[config.mk]
export PLATFORM = sky130hd
export DESIGN_NAME = i2csp_slave_port
export DESIGN_NICKNAME = d
export VERILOG_FILES = /design/src/include/i2csp_pkg.sv /design/src/i2csp_line_watch.sv /design/src/i2csp_slave_port.sv
export SDC_FILE = /design/constraint.sdc
export NUM_CORES = 1
export LEC_CHECK = 0
export BUFFER_PORTS_ARGS = -buffer_cell sky130_fd_sc_hd__buf_2
export CAP_MARGIN = 20
export CORE_ASPECT_RATIO = 0.5
export CORE_MARGIN = 5
export CORE_UTILIZATION = 50
export DETAILED_ROUTE_END_ITERATION = 16
export GPL_TIMING_DRIVEN = 1
export PLACE_DENSITY = 0.8
export SETUP_SLACK_MARGIN = 0.05
export SKIP_LAST_GASP = 1
export SLEW_MARGIN = 20
export SYNTH_ARGS = -nofsm -noshare
export SYNTH_HDL_FRONTEND = slang
export SYNTH_SLANG_ARGS = --single-unit
export TNS_END_PERCENT = 5
[constraint.sdc]
create_clock -name sys_clk -period 4.95 [get_ports sys_clk]
set_input_delay 0.495 -clock sys_clk [delete_from_list [all_inputs] [get_ports sys_clk]]
set_output_delay 0.495 -clock sys_clk [all_outputs]
set_load 0.005 [all_outputs]
[src/include/i2csp_pkg.sv]
// package: constants and carrier types of the two-wire slave port
package i2csp_pkg;
   // mode field codes (four-bit mode select)
   localparam logic [3:0] MODE_SLV7    = 4'h6;
   localparam logic [3:0] MODE_SLV10   = 4'h7;
   localparam logic [3:0] MODE_HWMST   = 4'h8;
   localparam logic [3:0] MODE_FWMST   = 4'hb;
   localparam logic [3:0] MODE_SLV7SP  = 4'he;
   localparam logic [3:0] MODE_SLV10SP = 4'hf;

   // bit counter marks within one byte frame
   localparam logic [3:0] CNT_ZERO  = 4'h0;
   localparam logic [3:0] CNT_BYTE  = 4'h8;
   localparam logic [3:0] CNT_ACK   = 4'h9;
   // header of the first byte of a ten-bit address
   localparam logic [4:0] TEN_HDR   = 5'h1e;
   // master clock: half period is 2*(n+1) cycles, so scl = fosc/(4*(n+1))
   localparam int         MST_HALF_MUL = 2;

   typedef enum logic [2:0] {
      ST_IDLE = 3'b001,
      ST_RX   = 3'b010,
      ST_TX   = 3'b100
   } i2csp_state_t;

   // software strobes, each a one-cycle pulse, with the eight-bit buffer write data
   typedef struct packed {
      logic       buf_rd;
      logic       buf_wr;
      logic [7:0] wdata;
      logic       addr_wr;
      logic       ovf_clr;
      logic       evt_clr;
      logic       ckp_set;
   } i2csp_cmd_t;

   typedef struct packed {
      logic [7:0] buf_data;
      logic [7:0] own_addr;
      logic       buffer_full;
      logic       overflow;
      logic       event_flag;
      logic       addr_update;
      logic       rw_dir;
      logic       start_seen;
      logic       stop_seen;
      logic       clock_release;
   } i2csp_status_t;

   // open-drain pins: outputs always low, enables pull the line
   typedef struct packed {
      logic scl_o;
      logic scl_oe;
      logic sda_o;
      logic sda_oe;
   } i2csp_pins_t;
endpackage

[src/i2csp_line_watch.sv]
// line watcher: scl edge pulses and start/stop condition pulses from scl and sda
`timescale 1ns/1ps
module i2csp_line_watch (
   input  wire logic sys_clk,
   input  wire logic rst,
   input  wire logic scl_i,
   input  wire logic sda_i,
   output logic      scl_rise,
   output logic      scl_fall,
   output logic      start_det,
   output logic      stop_det
);
   logic scl_ff;
   logic sda_ff;

   // previous line levels; reset to idle-high so release makes no edge
   always_ff @(posedge sys_clk or posedge rst) begin
      if (rst) begin
         scl_ff <= 1'b1;
         sda_ff <= 1'b1;
      end else begin
         scl_ff <= scl_i;
         sda_ff <= sda_i;
      end
   end

   // sda moving while scl stays high marks start or stop
   assign scl_rise  = scl_i & ~scl_ff;
   assign scl_fall  = ~scl_i & scl_ff;
   assign start_det = scl_i & scl_ff & sda_ff & ~sda_i;
   assign stop_det  = scl_i & scl_ff & ~sda_ff & sda_i;
endmodule // i2csp_line_watch

[src/i2csp_slave_port.sv]
// two-wire serial port: slave engine, legacy event modes, clock divider
`timescale 1ns/1ps
module i2csp_slave_port (
   input  wire logic                    sys_clk,
   input  wire logic                    rst,
   input  wire logic                    module_enable_bit,
   input  wire logic [3:0]              mode_sel,
   input  wire logic                    fw_scl_dir,
   input  wire logic                    fw_sda_dir,
   input  wire i2csp_pkg::i2csp_cmd_t   cmd,
   input  wire logic [7:0]              addr_wdata,
   input  wire logic                    scl_i,
   input  wire logic                    sda_i,
   output i2csp_pkg::i2csp_pins_t       pins_ff,
   output i2csp_pkg::i2csp_status_t     status_ff
);
   i2csp_pkg::i2csp_state_t state_ff;
   logic [3:0] cnt_ff;
   logic [7:0] shift_ff;
   logic [7:0] buf_ff;
   logic [7:0] own_ff;
   logic       addr_ff;      // next byte is an address byte
   logic       addr_lo_ff;   // next address byte is the ten-bit low half
   logic       ten_ok_ff;    // full ten-bit address matched since last stop
   logic       ack_ff;       // drive acknowledge during ninth bit
   logic       acc_ff;       // byte of this frame was accepted
   logic       tx_go_ff;     // enter transmit after ninth fall
   logic       mack_ff;      // master answer latched on ninth rise
   logic       bf_ff;
   logic       ovf_ff;
   logic       evt_ff;
   logic       ua_ff;
   logic       rw_ff;
   logic       s_ff;
   logic       p_ff;
   logic       ckp_ff;
   logic [8:0] div_ff;
   logic       mclk_ff;
   i2csp_pkg::i2csp_pins_t nxt_pins;

   logic scl_rise;
   logic scl_fall;
   logic start_det;
   logic stop_det;

   i2csp_line_watch u_watch (
      .sys_clk   (sys_clk),
      .rst       (rst),
      .scl_i     (scl_i),
      .sda_i     (sda_i),
      .scl_rise  (scl_rise),
      .scl_fall  (scl_fall),
      .start_det (start_det),
      .stop_det  (stop_det)
   );

   // mode decode
   logic ten_mode;
   logic sp_mode;
   logic slave_on;
   logic fw_mode;
   logic hw_mode;
   assign ten_mode = (mode_sel == i2csp_pkg::MODE_SLV10) ||
                     (mode_sel == i2csp_pkg::MODE_SLV10SP);
   assign sp_mode  = (mode_sel == i2csp_pkg::MODE_SLV7SP) ||
                     (mode_sel == i2csp_pkg::MODE_SLV10SP);
   assign fw_mode  = module_enable_bit && (mode_sel == i2csp_pkg::MODE_FWMST);
   assign hw_mode  = module_enable_bit && (mode_sel == i2csp_pkg::MODE_HWMST);
   assign slave_on = module_enable_bit && (ten_mode || sp_mode ||
                     (mode_sel == i2csp_pkg::MODE_SLV7));

   // frame points: eighth falling edge and ninth falling edge
   logic byte_end;
   logic ack_end;
   logic tx_end;
   logic rx_end;
   assign byte_end = slave_on && scl_fall && (cnt_ff == i2csp_pkg::CNT_BYTE);
   assign ack_end  = slave_on && scl_fall && (cnt_ff == i2csp_pkg::CNT_ACK);
   assign rx_end   = byte_end && (state_ff == i2csp_pkg::ST_RX);
   assign tx_end   = ack_end && (state_ff == i2csp_pkg::ST_TX);

   // address compare and buffer decision for a completed received byte
   logic hi_match;
   logic match;
   logic want_rd;
   logic accept;
   logic do_load;
   always_comb begin
      hi_match = (shift_ff[7:1] == own_ff[7:1]) &&
                 (!ten_mode || shift_ff[7:3] == i2csp_pkg::TEN_HDR);
      want_rd  = shift_ff[0];
      if (!addr_ff)
         match = 1'b1;
      else if (ten_mode && addr_lo_ff)
         match = (shift_ff == own_ff);
      else if (ten_mode && want_rd)
         match = hi_match && ten_ok_ff;
      else
         match = hi_match;
      accept  = rx_end && match;
      do_load = accept && !bf_ff;
   end

   // receive, transmit and framing sequencer
   always_ff @(posedge sys_clk or posedge rst) begin
      if (rst) begin
         state_ff   <= i2csp_pkg::ST_IDLE;
         cnt_ff     <= i2csp_pkg::CNT_ZERO;
         shift_ff   <= 8'h00;
         addr_ff    <= 1'b0;
         addr_lo_ff <= 1'b0;
         ten_ok_ff  <= 1'b0;
         ack_ff     <= 1'b0;
         acc_ff     <= 1'b0;
         tx_go_ff   <= 1'b0;
         mack_ff    <= 1'b0;
      end else if (!slave_on) begin
         // leaving the slave modes abandons any transfer
         state_ff  <= i2csp_pkg::ST_IDLE;
         cnt_ff    <= i2csp_pkg::CNT_ZERO;
         ack_ff    <= 1'b0;
         ten_ok_ff <= 1'b0;
         if (cmd.buf_wr) shift_ff <= cmd.wdata;
      end else if (stop_det) begin
         state_ff  <= i2csp_pkg::ST_IDLE;
         ack_ff    <= 1'b0;
         ten_ok_ff <= 1'b0;
      end else if (start_det) begin
         // a repeated start keeps ten_ok so a read needs only the high byte
         state_ff   <= i2csp_pkg::ST_RX;
         cnt_ff     <= i2csp_pkg::CNT_ZERO;
         addr_ff    <= 1'b1;
         addr_lo_ff <= 1'b0;
         ack_ff     <= 1'b0;
      end else begin
         if (cmd.buf_wr) shift_ff <= cmd.wdata;
         if (scl_rise && state_ff != i2csp_pkg::ST_IDLE) begin
            if (cnt_ff < i2csp_pkg::CNT_BYTE) begin
               cnt_ff <= cnt_ff + 4'h1;
               if (state_ff == i2csp_pkg::ST_RX)
                  shift_ff <= {shift_ff[6:0], sda_i};
            end else if (cnt_ff == i2csp_pkg::CNT_BYTE) begin
               cnt_ff  <= i2csp_pkg::CNT_ACK;
               mack_ff <= sda_i;
            end
         end
         // transmit data changes only on falling scl; ones fill in so the
         // eighth fall leaves sda released for the master's answer
         if (scl_fall && state_ff == i2csp_pkg::ST_TX && cnt_ff != i2csp_pkg::CNT_ZERO &&
             cnt_ff <= i2csp_pkg::CNT_BYTE)
            shift_ff <= {shift_ff[6:0], 1'b1};
         if (rx_end) begin
            if (!match) begin
               state_ff <= i2csp_pkg::ST_IDLE;
            end else begin
               ack_ff   <= !bf_ff && !ovf_ff;
               acc_ff   <= 1'b1;
               tx_go_ff <= addr_ff && !addr_lo_ff && want_rd;
            end
         end
         if (ack_end && state_ff == i2csp_pkg::ST_RX) begin
            ack_ff <= 1'b0;
            acc_ff <= 1'b0;
            cnt_ff <= i2csp_pkg::CNT_ZERO;
            // a withheld acknowledge ends our part in the frame
            if (!ack_ff) begin
               state_ff <= i2csp_pkg::ST_IDLE;
            end else if (tx_go_ff) begin
               state_ff <= i2csp_pkg::ST_TX;
               tx_go_ff <= 1'b0;
            end else if (addr_ff && ten_mode && !addr_lo_ff) begin
               addr_lo_ff <= 1'b1;
            end else if (addr_ff) begin
               addr_ff    <= 1'b0;
               addr_lo_ff <= 1'b0;
               ten_ok_ff  <= ten_mode;
            end
         end
         if (tx_end) begin
            cnt_ff <= i2csp_pkg::CNT_ZERO;
            if (mack_ff) state_ff <= i2csp_pkg::ST_IDLE;
         end
      end
   end

   // event flag: set wins over a software clear in the same cycle
   logic evt_set;
   assign evt_set = (ack_end && state_ff == i2csp_pkg::ST_RX && acc_ff) || tx_end ||
                    ((sp_mode && slave_on) || fw_mode) && (start_det || stop_det);

   always_ff @(posedge sys_clk or posedge rst) begin
      if (rst)
         evt_ff <= 1'b0;
      else
         evt_ff <= evt_set || (evt_ff && !cmd.evt_clr);
   end

   // buffer, full and overflow flags
   always_ff @(posedge sys_clk or posedge rst) begin
      if (rst) begin
         buf_ff <= 8'h00;
         bf_ff  <= 1'b0;
         ovf_ff <= 1'b0;
      end else begin
         if (do_load)
            buf_ff <= shift_ff;
         else if (cmd.buf_wr)
            buf_ff <= cmd.wdata;
         bf_ff  <= do_load || cmd.buf_wr ||
                   (bf_ff && !cmd.buf_rd && !(byte_end && state_ff == i2csp_pkg::ST_TX));
         ovf_ff <= (accept && bf_ff) || (ovf_ff && !cmd.ovf_clr);
      end
   end

   // address register, update flag, direction and clock release
   always_ff @(posedge sys_clk or posedge rst) begin
      if (rst) begin
         own_ff <= 8'h00;
         ua_ff  <= 1'b0;
         rw_ff  <= 1'b0;
         ckp_ff <= 1'b1;
      end else begin
         if (cmd.addr_wr) own_ff <= addr_wdata;
         // acknowledged ten-bit write address bytes hold scl until the address is rewritten
         ua_ff <= (ack_end && state_ff == i2csp_pkg::ST_RX && ack_ff && addr_ff &&
                   ten_mode && !tx_go_ff) || (ua_ff && !cmd.addr_wr && slave_on);
         if (rx_end && match && addr_ff && !addr_lo_ff)
            rw_ff <= want_rd;
         else if (tx_end && mack_ff)
            rw_ff <= 1'b0;
         if ((ack_end && state_ff == i2csp_pkg::ST_RX && ack_ff && tx_go_ff) ||
             (tx_end && !mack_ff))
            ckp_ff <= 1'b0;
         else if (cmd.ckp_set)
            ckp_ff <= 1'b1;
      end
   end

   // start and stop status, cleared while disabled
   always_ff @(posedge sys_clk or posedge rst) begin
      if (rst) begin
         s_ff <= 1'b0;
         p_ff <= 1'b0;
      end else if (!module_enable_bit) begin
         s_ff <= 1'b0;
         p_ff <= 1'b0;
      end else if (start_det) begin
         s_ff <= 1'b1;
         p_ff <= 1'b0;
      end else if (stop_det) begin
         s_ff <= 1'b0;
         p_ff <= 1'b1;
      end
   end

   // master scl divider; the reload comes from the address register
   logic [8:0] half_cnt;
   assign half_cnt = 9'(i2csp_pkg::MST_HALF_MUL * (int'(own_ff) + 1) - 1);
   always_ff @(posedge sys_clk or posedge rst) begin
      if (rst) begin
         div_ff  <= 9'h000;
         mclk_ff <= 1'b1;
      end else if (!hw_mode) begin
         div_ff  <= 9'h000;
         mclk_ff <= 1'b1;
      end else if (div_ff >= half_cnt) begin
         div_ff  <= 9'h000;
         mclk_ff <= !mclk_ff;
      end else begin
         div_ff <= div_ff + 9'h001;
      end
   end

   // pin drive; enables are registered so the pins never glitch
   always_comb begin
      nxt_pins = '0;
      if (fw_mode) begin
         nxt_pins.scl_oe = !fw_scl_dir;
         nxt_pins.sda_oe = !fw_sda_dir;
      end else if (hw_mode) begin
         nxt_pins.scl_oe = !mclk_ff;
      end else if (slave_on) begin
         nxt_pins.scl_oe = ua_ff || (state_ff == i2csp_pkg::ST_TX && !ckp_ff);
         nxt_pins.sda_oe = ack_ff || (state_ff == i2csp_pkg::ST_TX && ckp_ff &&
                           cnt_ff <= i2csp_pkg::CNT_BYTE && !shift_ff[7]);
      end
   end

   always_ff @(posedge sys_clk or posedge rst) begin
      if (rst)
         pins_ff <= '0;
      else
         pins_ff <= nxt_pins;
   end

   assign status_ff = '{buf_data: buf_ff, own_addr: own_ff, buffer_full: bf_ff,
                        overflow: ovf_ff, event_flag: evt_ff, addr_update: ua_ff,
                        rw_dir: rw_ff, start_seen: s_ff, stop_seen: p_ff,
                        clock_release: ckp_ff};
endmodule // i2csp_slave_port

==> results of run 1 <==
## path summary, 6_finish.rpt
check	to	slack, ns	cells past startpoint
hold / removal	u_watch.scl_ff	0.33	1
hold reg to reg	evt_ff	0.50	2
min in group asynchronous	div_ff[8]	0.38	3
setup / recovery	div_ff[6]	1.64	12
max in group asynchronous	state_ff[1]	4.08	3
setup reg to reg	div_ff[6]	1.64	12
## registers in the layout, summed over array words and instances (netlist names), 2 cells and up
| signal | count |
|---|---|
| div_ff | 9 |
| buf_ff | 8 |
| own_ff | 8 |
| shift_ff | 8 |
| cnt_ff | 4 |
| state_ff | 3 |
| pins_ff | 2 |
## stage by stage
stage          total power, W  worst slack, ns
6_report              0.00127             1.64
5_1_grt               0.00133             1.20
4_1_cts               0.00128             1.63
3_5_place_dp         0.000714             1.65
3_3_place_gp         0.000709             1.92
2_1_floorplan        0.000659             2.10
## power by group
part | switching, W | internal, W | leakage [nW]
registers | 0.0000347 | 0.000513 | 0.763
logic | 0.0000838 | 0.0000751 | 0.972
clock network | 0.000214 | 0.000348 | 0.135
## Yosys cell counts, types with 4 or more instances
library cell  number
a21oi_1           10
a221o_1            5
and3_1             4
buf_4             10
clkbuf_1          14
dfrtp_1           55
dfstp_2            5
ha_1              14
inv_1             21
mux2_2            15
mux2i_1            5
nand2_1           33
nand2b_1           8
nand3_1           19
nand4_1           11
nor2_1            34
nor2b_1            4
nor4_1             4
o211ai_1           4
o21ai_0           26
or3_1              4
xnor2_1           16
xor2_1            13
## per-layer routing
metal	up-vias	wire, µm
li1	1483	-
met1	1482	3790
met2	77	3940
met3	19	458
met4	0	166
met5	-	0
## final cells by class
cell class | count | area, µm²
multi-input cells | 283 | 1940
well taps | 96 | 120
fillers | 620 | 2990
repair buffers | 59 | 298
inverters | 21 | 78.8
flip-flops and latches | 60 | 1510
clock inverters | 5 | 27.5
clock buffers | 11 | 243
## kinds of logic (layout without fill, tap and decap cells)
family / Yosys count / after routing / share of synthesized area
AOI/OAI and AO/OA: 77 / 77 / 0.153
adders and majority gates: 14 / 14 / 0.0479
xor gates and xnor gates: 29 / 29 / 0.0694
other: 1 / 2 / 0.00103
buffers and inverters: 46 / 96 / 0.0578
and+or+nand+nor: 141 / 141 / 0.199
DFF: 60 / 60 / 0.412
muxes: 20 / 20 / 0.0598
==> summary.txt, run 1 <==
Placed design
  • Dpl cells: 519
  • DP HPWL: 6.18 mm
  • Area after DPL: 3950 µm²
  • GPL Wtd Cong: 0.846
  • Port Buffers: 58

Cells and area
  • Design Area, Final: 4220 µm²
  • Ant diodes: 0
  • Final #Nets: 481
  • Commonest non-fill, non-tap cell in the layout: buf_2
  • Fin util: 0.585
  • Area Overhead vs Synth: 15.3%
  • Final std cells w/o fill: 535
  • Share of cells above drive strength 1: 0.239
  • Most frequent cells in the layout: buf_2 (58), dfrtp_1 (55), nor2_1 (34)

Worst setup path
  • Slowest CP cell: dfrtp_1
  • Top Family by Delay on Critical Path: compound AO/OA/AOI/OAI gates
  • Crit path from: own_ff[1]
  • CP cell instances: ha_1, nor3b_1, a21oi_1, o22ai_1, nand2_1, xor2_1, ha_1, a211oi_1, a221oi_1, a221oi_1, nand2_1, nor2_1
  • Crit. End Element: flip-flop
  • Crit path DAT: 3.56 ns
  • Reg2Reg Launch Point: own_ff[1]
  • CP Launch Type: flip-flop
  • Critical path buffers and inverters: 0
  • Crit path largest cell delay: 0.57 ns
  • Worst-path fanout max: 12
  • Setup CP Type: flip-flop to flip-flop
  • WP data required: 5.20 ns

Clock tree
  • TritonCTS Sinks: 60
  • CTS clk-pin slew, worst paths: 0.05 ns
  • Clk Latency, worst-skew pair: 0.33 ns
  • Max Root-Sink Buffers: 2
  • Hold buffers post-CTS: 0
  • CTS tree: done
  • Number of gates resized after CTS: 0
  • H-tree levels: 3
  • Root buffer cell: clkbuf_16
  • Num CTS Buffers: 9
  • Post-CTS Repair Setup Buffers: 0

Die
  • Initial Utilization: 0.507
  • Die height: 70.5 µm
  • DIE WIDTH: 131 µm
  • Top Ports: 61
  • Die area: 9230 µm²
  • Core area: 7210 µm²
  • Cell row count: 22

STA
  • Final setup TNS: 0 ns
  • Clk_skew: 0.00627 ns
  • # setup viols final: 0
  • Slew Limit Fails: 0
  • Fmax achieved: 0.303 GHz
  • Slew HR: 0.496
  • Final hold violations: 0
  • Tcrit/Tclk final: 0.668
  • Final Critical Period: 3.31 ns
  • Unrepaired setup endpoints after global routing: no
  • Hold WS: 0.331 ns
  • Worst slew pin tran: 0.749 ns

Run
  • Number of max-cap violations: 0

Drt
  • Pre-Repair DR Iteration Count: 5
  • Via count: 3061
  • Drt wl/cell: 15.6 µm
  • Via/cell ratio: 5.72
  • Final ANT Viol Nets: 0
  • Detailed-route wire length: 8.36 mm
  • Drt drc: 0
  • First DRT Iteration DRCs: 305

GRT
  • Largest net degree at the start of global routing: 61
  • Layer with the highest usage: met2
  • First-pass GRT wire length: 13.9 mm
  • Grt met1 use: 0.250
  • Total GRT Usage: 0.191
  • Vias in the first global route: 2871
  • M2 GR Usage: 0.297
  • Initial antenna violation count: 0
  • GRT met3 Usage: 0.0665
  • Total gr overflow: 0

Synth
  • Synth unique cells: 57
  • Largest cells by area after synthesis: dfrtp_1 (38%), ha_1 (4.8%), mux2_2 (4.6%)
  • Synthesis Warnings: 0
  • Post-synth EDFFs: 0
  • Top-area cell type share of the netlist area: 0.376
  • Ys flop type: dfrtp_1
  • Cell count after synthesis: 388
  • Yosys reg bits: 60
  • Sequential cell area fraction in the yosys report: 0.412
  • Mapped Area: 3660 µm²
  • Leading area contributor after synthesis: dfrtp_1
  • Asr flop ratio synth: 1.00
  • Syn Area/Cell: 9.43 µm²

Pwr
  • Leak Pwr: 1.87 nW
  • Max VDD drop: 0.156 mV
  • PD cells: 301 nW/µm²

Status
  • Status: complete, no violations

Worst hold path
  • Hold Path Class: input port to flip-flop
  • Hold wc startpoint: scl_i
No activity file was read; power rests on OpenSTA's default activity.
==> run 2, diff against run 1 <==
- clock period: 4.95 -> 3.2 ns (I/O delays scaled with it)
==> summary.txt, run 2 (same netlist as run 1, synthesis figures left out) <==
Placed design
  • GPL Wtd Cong: 0.923
  • DP HPWL: 6.31 mm
  • Port Buffers: 58

Pwr
  • Sw power: 0.000517 W
  • Int Pwr: 0.00162 W
  • Clk pwr share: 0.480
  • PD cells: 493 nW/µm²
  • Sequential Power Share: 0.392
  • Leak Pwr: 1.93 nW
  • Fraction of power spent switching nets: 0.242
  • Total power: 0.00214 W
  • Max VDD drop: 0.252 mV
  • Logic pwr share: 0.128

Worst setup path
  • Crit. End Element: flip-flop
  • Worst-path fanout max: 8
  • WP data required: 3.45 ns
  • Crit path DAT: 3.15 ns
  • FF-to-FF End: div_ff[8]
  • Reg2Reg Launch Point: own_ff[1]
  • R2R cell count: 11
  • CP Launch Type: flip-flop
  • Setup CP Type: flip-flop to flip-flop
  • R2r setup slk: 0.30 ns

Cells and area
  • Largest register FFs: 9
  • Share of cells above drive strength 1: 0.256
  • Final #Nets: 488
  • Ant diodes: 0
  • Area Overhead vs Synth: 18.4%
  • Most frequent cells in the layout: buf_2 (58), dfrtp_1 (55), nor2_1 (34)
  • Top reg by flops: div_ff
  • Commonest non-fill, non-tap cell in the layout: buf_2

Die
  • Core area: 7210 µm²
  • Die height: 70.5 µm
  • DIE WIDTH: 131 µm
  • Cell row count: 22
  • Die area: 9230 µm²
  • Initial Utilization: 0.507
  • Top Ports: 61

Clock tree
  • CTS clk-pin slew, worst paths: 0.05 ns
  • CTS tree: done
  • H-tree levels: 3
  • Num CTS Buffers: 9
  • TritonCTS Sinks: 60
  • Clk Latency, worst-skew pair: 0.32 ns
  • Max Root-Sink Buffers: 2
  • Post-CTS Repair Setup Buffers: 0
  • Root buffer cell: clkbuf_16

Drt
  • Drt drc: 0
  • Detailed-route wire length: 8.68 mm
  • Via/cell ratio: 5.75
  • First DRT Iteration DRCs: 277
  • Via count: 3117
  • Drt wl/cell: 16.0 µm
  • Final ANT Viol Nets: 0
  • Pre-Repair DR Iteration Count: 7

Run
  • Number of max-cap violations: 0

GRT
  • Vias in the first global route: 2883
  • Total GRT Usage: 0.196
  • First-pass GRT wire length: 14.4 mm
  • Total gr overflow: 0
  • Largest net degree at the start of global routing: 42
  • Initial antenna violation count: 0

STA
  • Tcrit/Tclk final: 0.906
  • Final Critical Period: 2.90 ns
  • Clk_skew: 0.00575 ns
  • Fmax achieved: 0.345 GHz
  • Final setup TNS: 0 ns
  • Worst slew pin tran: 0.743 ns
  • Slew Limit Fails: 0
  • Unrepaired setup endpoints after global routing: no
  • Final hold violations: 0
  • Slew HR: 0.500
  • # setup viols final: 0

Worst hold path
  • Hold Path Class: input port to flip-flop
  • Hold endpoint: u_watch.scl_ff
  • Hold Path Cell Cnt: 1
  • Hold wc startpoint: scl_i

Status
  • Status: complete, no violations
## run 2: how the worst max path moves through the flow
stage	start	endpoint	slack, ns	cells after the start
final	own_ff[1]	div_ff[8]	0.30	11
after global routing	own_ff[1]	div_ff[5]	0.07	11
after CTS	own_ff[1]	div_ff[8]	0.06	11
after detailed placement	own_ff[1]	div_ff[8]	0.05	11
after global placement	own_ff[1]	div_ff[5]	0.28	11
after floorplan	own_ff[1]	div_ff[2]	0.35	11
## run 2: power groups by stage
stage          Combinational [W]  Sequential, W  Clock, W
5_1_grt                 0.000306       0.000843   0.00108
6_report                0.000273       0.000838   0.00103
2_1_floorplan           0.000185       0.000835         0
3_5_place_dp            0.000266       0.000849         0
3_3_place_gp            0.000261       0.000848         0
4_1_cts                 0.000273       0.000837   0.00104
## run 2: metrics by stage
stage          hold slack [ns]  instances  utilization  area (µm²)  worst slack, ns
5_1_grt                  0.154        542        0.601        4330           0.0716
3_5_place_dp             0.335        525        0.554        3990           0.0476
3_3_place_gp             0.328        525        0.554        3990            0.275
4_1_cts                  0.143        542        0.599        4320           0.0559
2_1_floorplan            0.324        389            -        3660            0.350
6_report                 0.147        542        0.601        4330            0.300
## run 2: worst max-delay path, stage by stage (launching register included)
cell and delay [ns]:
dfrtp_1 0.44, buf_4 0.19, ha_1 0.23, nor4b_1 0.16
a41o_1 0.24, xor2_1 0.16, ha_1 0.20, a211oi_1 0.33
a221oi_1 0.16, a221oi_2 0.38, nand2_2 0.19, nor2_1 0.15
## run 2: layout make-up
type	count	area (µm²)
fillers	603	2880
multi-input cells	283	1950
flip-flops and latches	60	1510
repair buffers	66	353
clock buffers	11	243
well taps	96	120
inverters	21	78.8
clock inverters	5	75.1
## run 2: per-layer routing
metal,up-vias,share of wire,global-route usage
li1,1496,-,-
met1,1495,0.43,0.264
met2,112,0.49,0.319
met3,14,0.064,0.0466
met4,0,0.015,0.0468
met5,-,0,0
## run 2: repair_timing
action	CTS	global route
endpoints found under the hold margin	12	0
setup endpoints to repair	0	9
gates resized for setup	0	4
hold buffers	1	0
==> run 3, diff against run 2 <==
- CORE_MARGIN: 5 -> 2
==> summary.txt, run 3 (same netlist as run 1, synthesis figures left out) <==
Placed design
  • Port Buffers: 58
  • DP HPWL: 6.14 mm
  • Dpl cells: 520
  • GPL Wtd Cong: 0.928

Die
  • Top Ports: 61
  • DIE WIDTH: 125 µm
  • Core area: 6880 µm²
  • Die height: 64.5 µm
  • Cell row count: 21
  • Die area: 8060 µm²
  • Initial Utilization: 0.531

STA
  • Tcrit/Tclk final: 0.883
  • Slew Limit Fails: 0
  • Worst slew pin tran: 0.761 ns
  • Final setup TNS: 0 ns
  • Final hold violations: 0
  • # setup viols final: 0
  • Unrepaired setup endpoints after global routing: no
  • Slew HR: 0.489
  • Clk_skew: 0.00647 ns
  • Final Critical Period: 2.83 ns
  • Fmax achieved: 0.354 GHz

GRT
  • Total GRT Usage: 0.230
  • Total gr overflow: 0
  • Initial antenna violation count: 0
  • First-pass GRT wire length: 14.5 mm
  • Vias in the first global route: 3037
  • Largest net degree at the start of global routing: 45

Cells and area
  • Share of cells above drive strength 1: 0.254
  • Final #Nets: 487
  • Most frequent cells in the layout: buf_2 (58), dfrtp_1 (55), nor2_1 (34)
  • Final std cells w/o fill: 537
  • Area Overhead vs Synth: 17.7%
  • Largest register FFs: 9
  • Ant diodes: 0
  • Area of the multi-input gates: 1960 µm²
  • Top reg by flops: div_ff
  • FF/Latch Area: 1510 µm²
  • Commonest non-fill, non-tap cell in the layout: buf_2
  • Fill count: 597

Drt
  • Drt drc: 0
  • M1 WL: 4.04 mm
  • Uppermost layer routed: met4
  • Via/cell ratio: 5.72
  • Drt wl/cell: 16.0 µm
  • Met2 wire length: 4.10 mm
  • Met3 routed wirelength: 383 µm
  • Detailed-route wire length: 8.60 mm
  • Pre-Repair DR Iteration Count: 4
  • Final ANT Viol Nets: 0
  • First DRT Iteration DRCs: 276
  • Via count: 3070

Status
  • Status: complete, no violations

Clock tree
  • Max Root-Sink Buffers: 2
  • Post-CTS Repair Setup Buffers: 0
  • Clk Latency, worst-skew pair: 0.33 ns
  • TritonCTS Sinks: 60
  • CTS tree: done
  • H-tree levels: 3
  • Root buffer cell: clkbuf_16
  • Num CTS Buffers: 9
  • CTS clk-pin slew, worst paths: 0.05 ns

Pwr
  • Total power: 0.00205 W
  • Leak Pwr: 1.91 nW
  • PD cells: 476 nW/µm²
  • Max VDD drop: 0.277 mV

Worst setup path
  • Crit path DAT: 3.08 ns
  • CP Launch Type: flip-flop
  • Setup CP Type: flip-flop to flip-flop
  • Worst-path fanout max: 8
  • Crit. End Element: flip-flop
  • R2r setup slk: 0.37 ns
  • WP data required: 3.45 ns

Worst hold path
  • Hold Path Class: input port to flip-flop

Run
  • Number of max-cap violations: 0
-- run 3: cell count changes in the layout (fill, tap and decap cells not counted), sizes merged --
cell and change:
bufinv -2, clkinv -3, clkbuf +5, buf -1
-- run 3: power by group --
part / leakage [nW] / switching [W] / internal (W) / total, W
Combinational: 1.00 / 0.000142 / 0.000126 / 0.000268
Sequential: 0.763 / 0.0000447 / 0.000795 / 0.000840
Clock: 0.149 / 0.000315 / 0.000630 / 0.000945
Total: 1.91 / 0.000502 / 0.00155 / 0.00205
-- run 3: metrics by stage --
step                      worst slack (ns)  cell area, µm²  hold slack [ns]  utilization
after CTS                           0.0657            4290            0.141        0.623
after global placement               0.277            3980            0.307        0.578
after detailed placement             0.108            3980            0.313        0.578
after floorplan                      0.350            3660            0.324            -
after global routing                 0.140            4310            0.139        0.626
final                                0.374            4310            0.148        0.626
-- run 3: repair_timing --
action / CTS / global route
gates resized for setup: 0 / 5
hold buffers: 1 / 0
endpoints found under the hold margin: 12 / 0
setup endpoints to repair: 0 / 10
-- run 3: layer usage --
| layer | up-vias | track usage |
|---|---|---|
| met5 | - | 0 |
| met4 | 0 | 0.0722 |
| met3 | 8 | 0.0652 |
| met2 | 62 | 0.380 |
| met1 | 1518 | 0.298 |
| li1 | 1482 | - |
-- run 3: area by class of cell --
class	instances	area share
multi-input cells	283	0.455
flip-flops and latches	60	0.350
repair buffers	65	0.0802
clock buffers	16	0.0700
well taps	92	0.0267
inverters	21	0.0183
-- run 3: critical path, stage by stage, from the launching register on --
cell and delay, ns:
dfrtp_1 0.43, buf_4 0.19, ha_1 0.22, nor4b_1 0.15, a41o_1 0.24, xor2_1 0.16, ha_1 0.21, a211oi_2 0.25
o211ai_1 0.14, a221oi_2 0.38, nand2_2 0.20, nor2_1 0.16
-- run 3: final timing paths --
path | start | to | cells past startpoint
min in group asynchronous | rst | s_ff | 3
worst max register to register | own_ff[1] | div_ff[6] | 11
worst min-delay path | scl_i | u_watch.scl_ff | 1
max in group asynchronous | rst | rw_ff | 4
worst max-delay path | own_ff[1] | div_ff[6] | 11
worst min register to register | evt_ff | evt_ff | 2
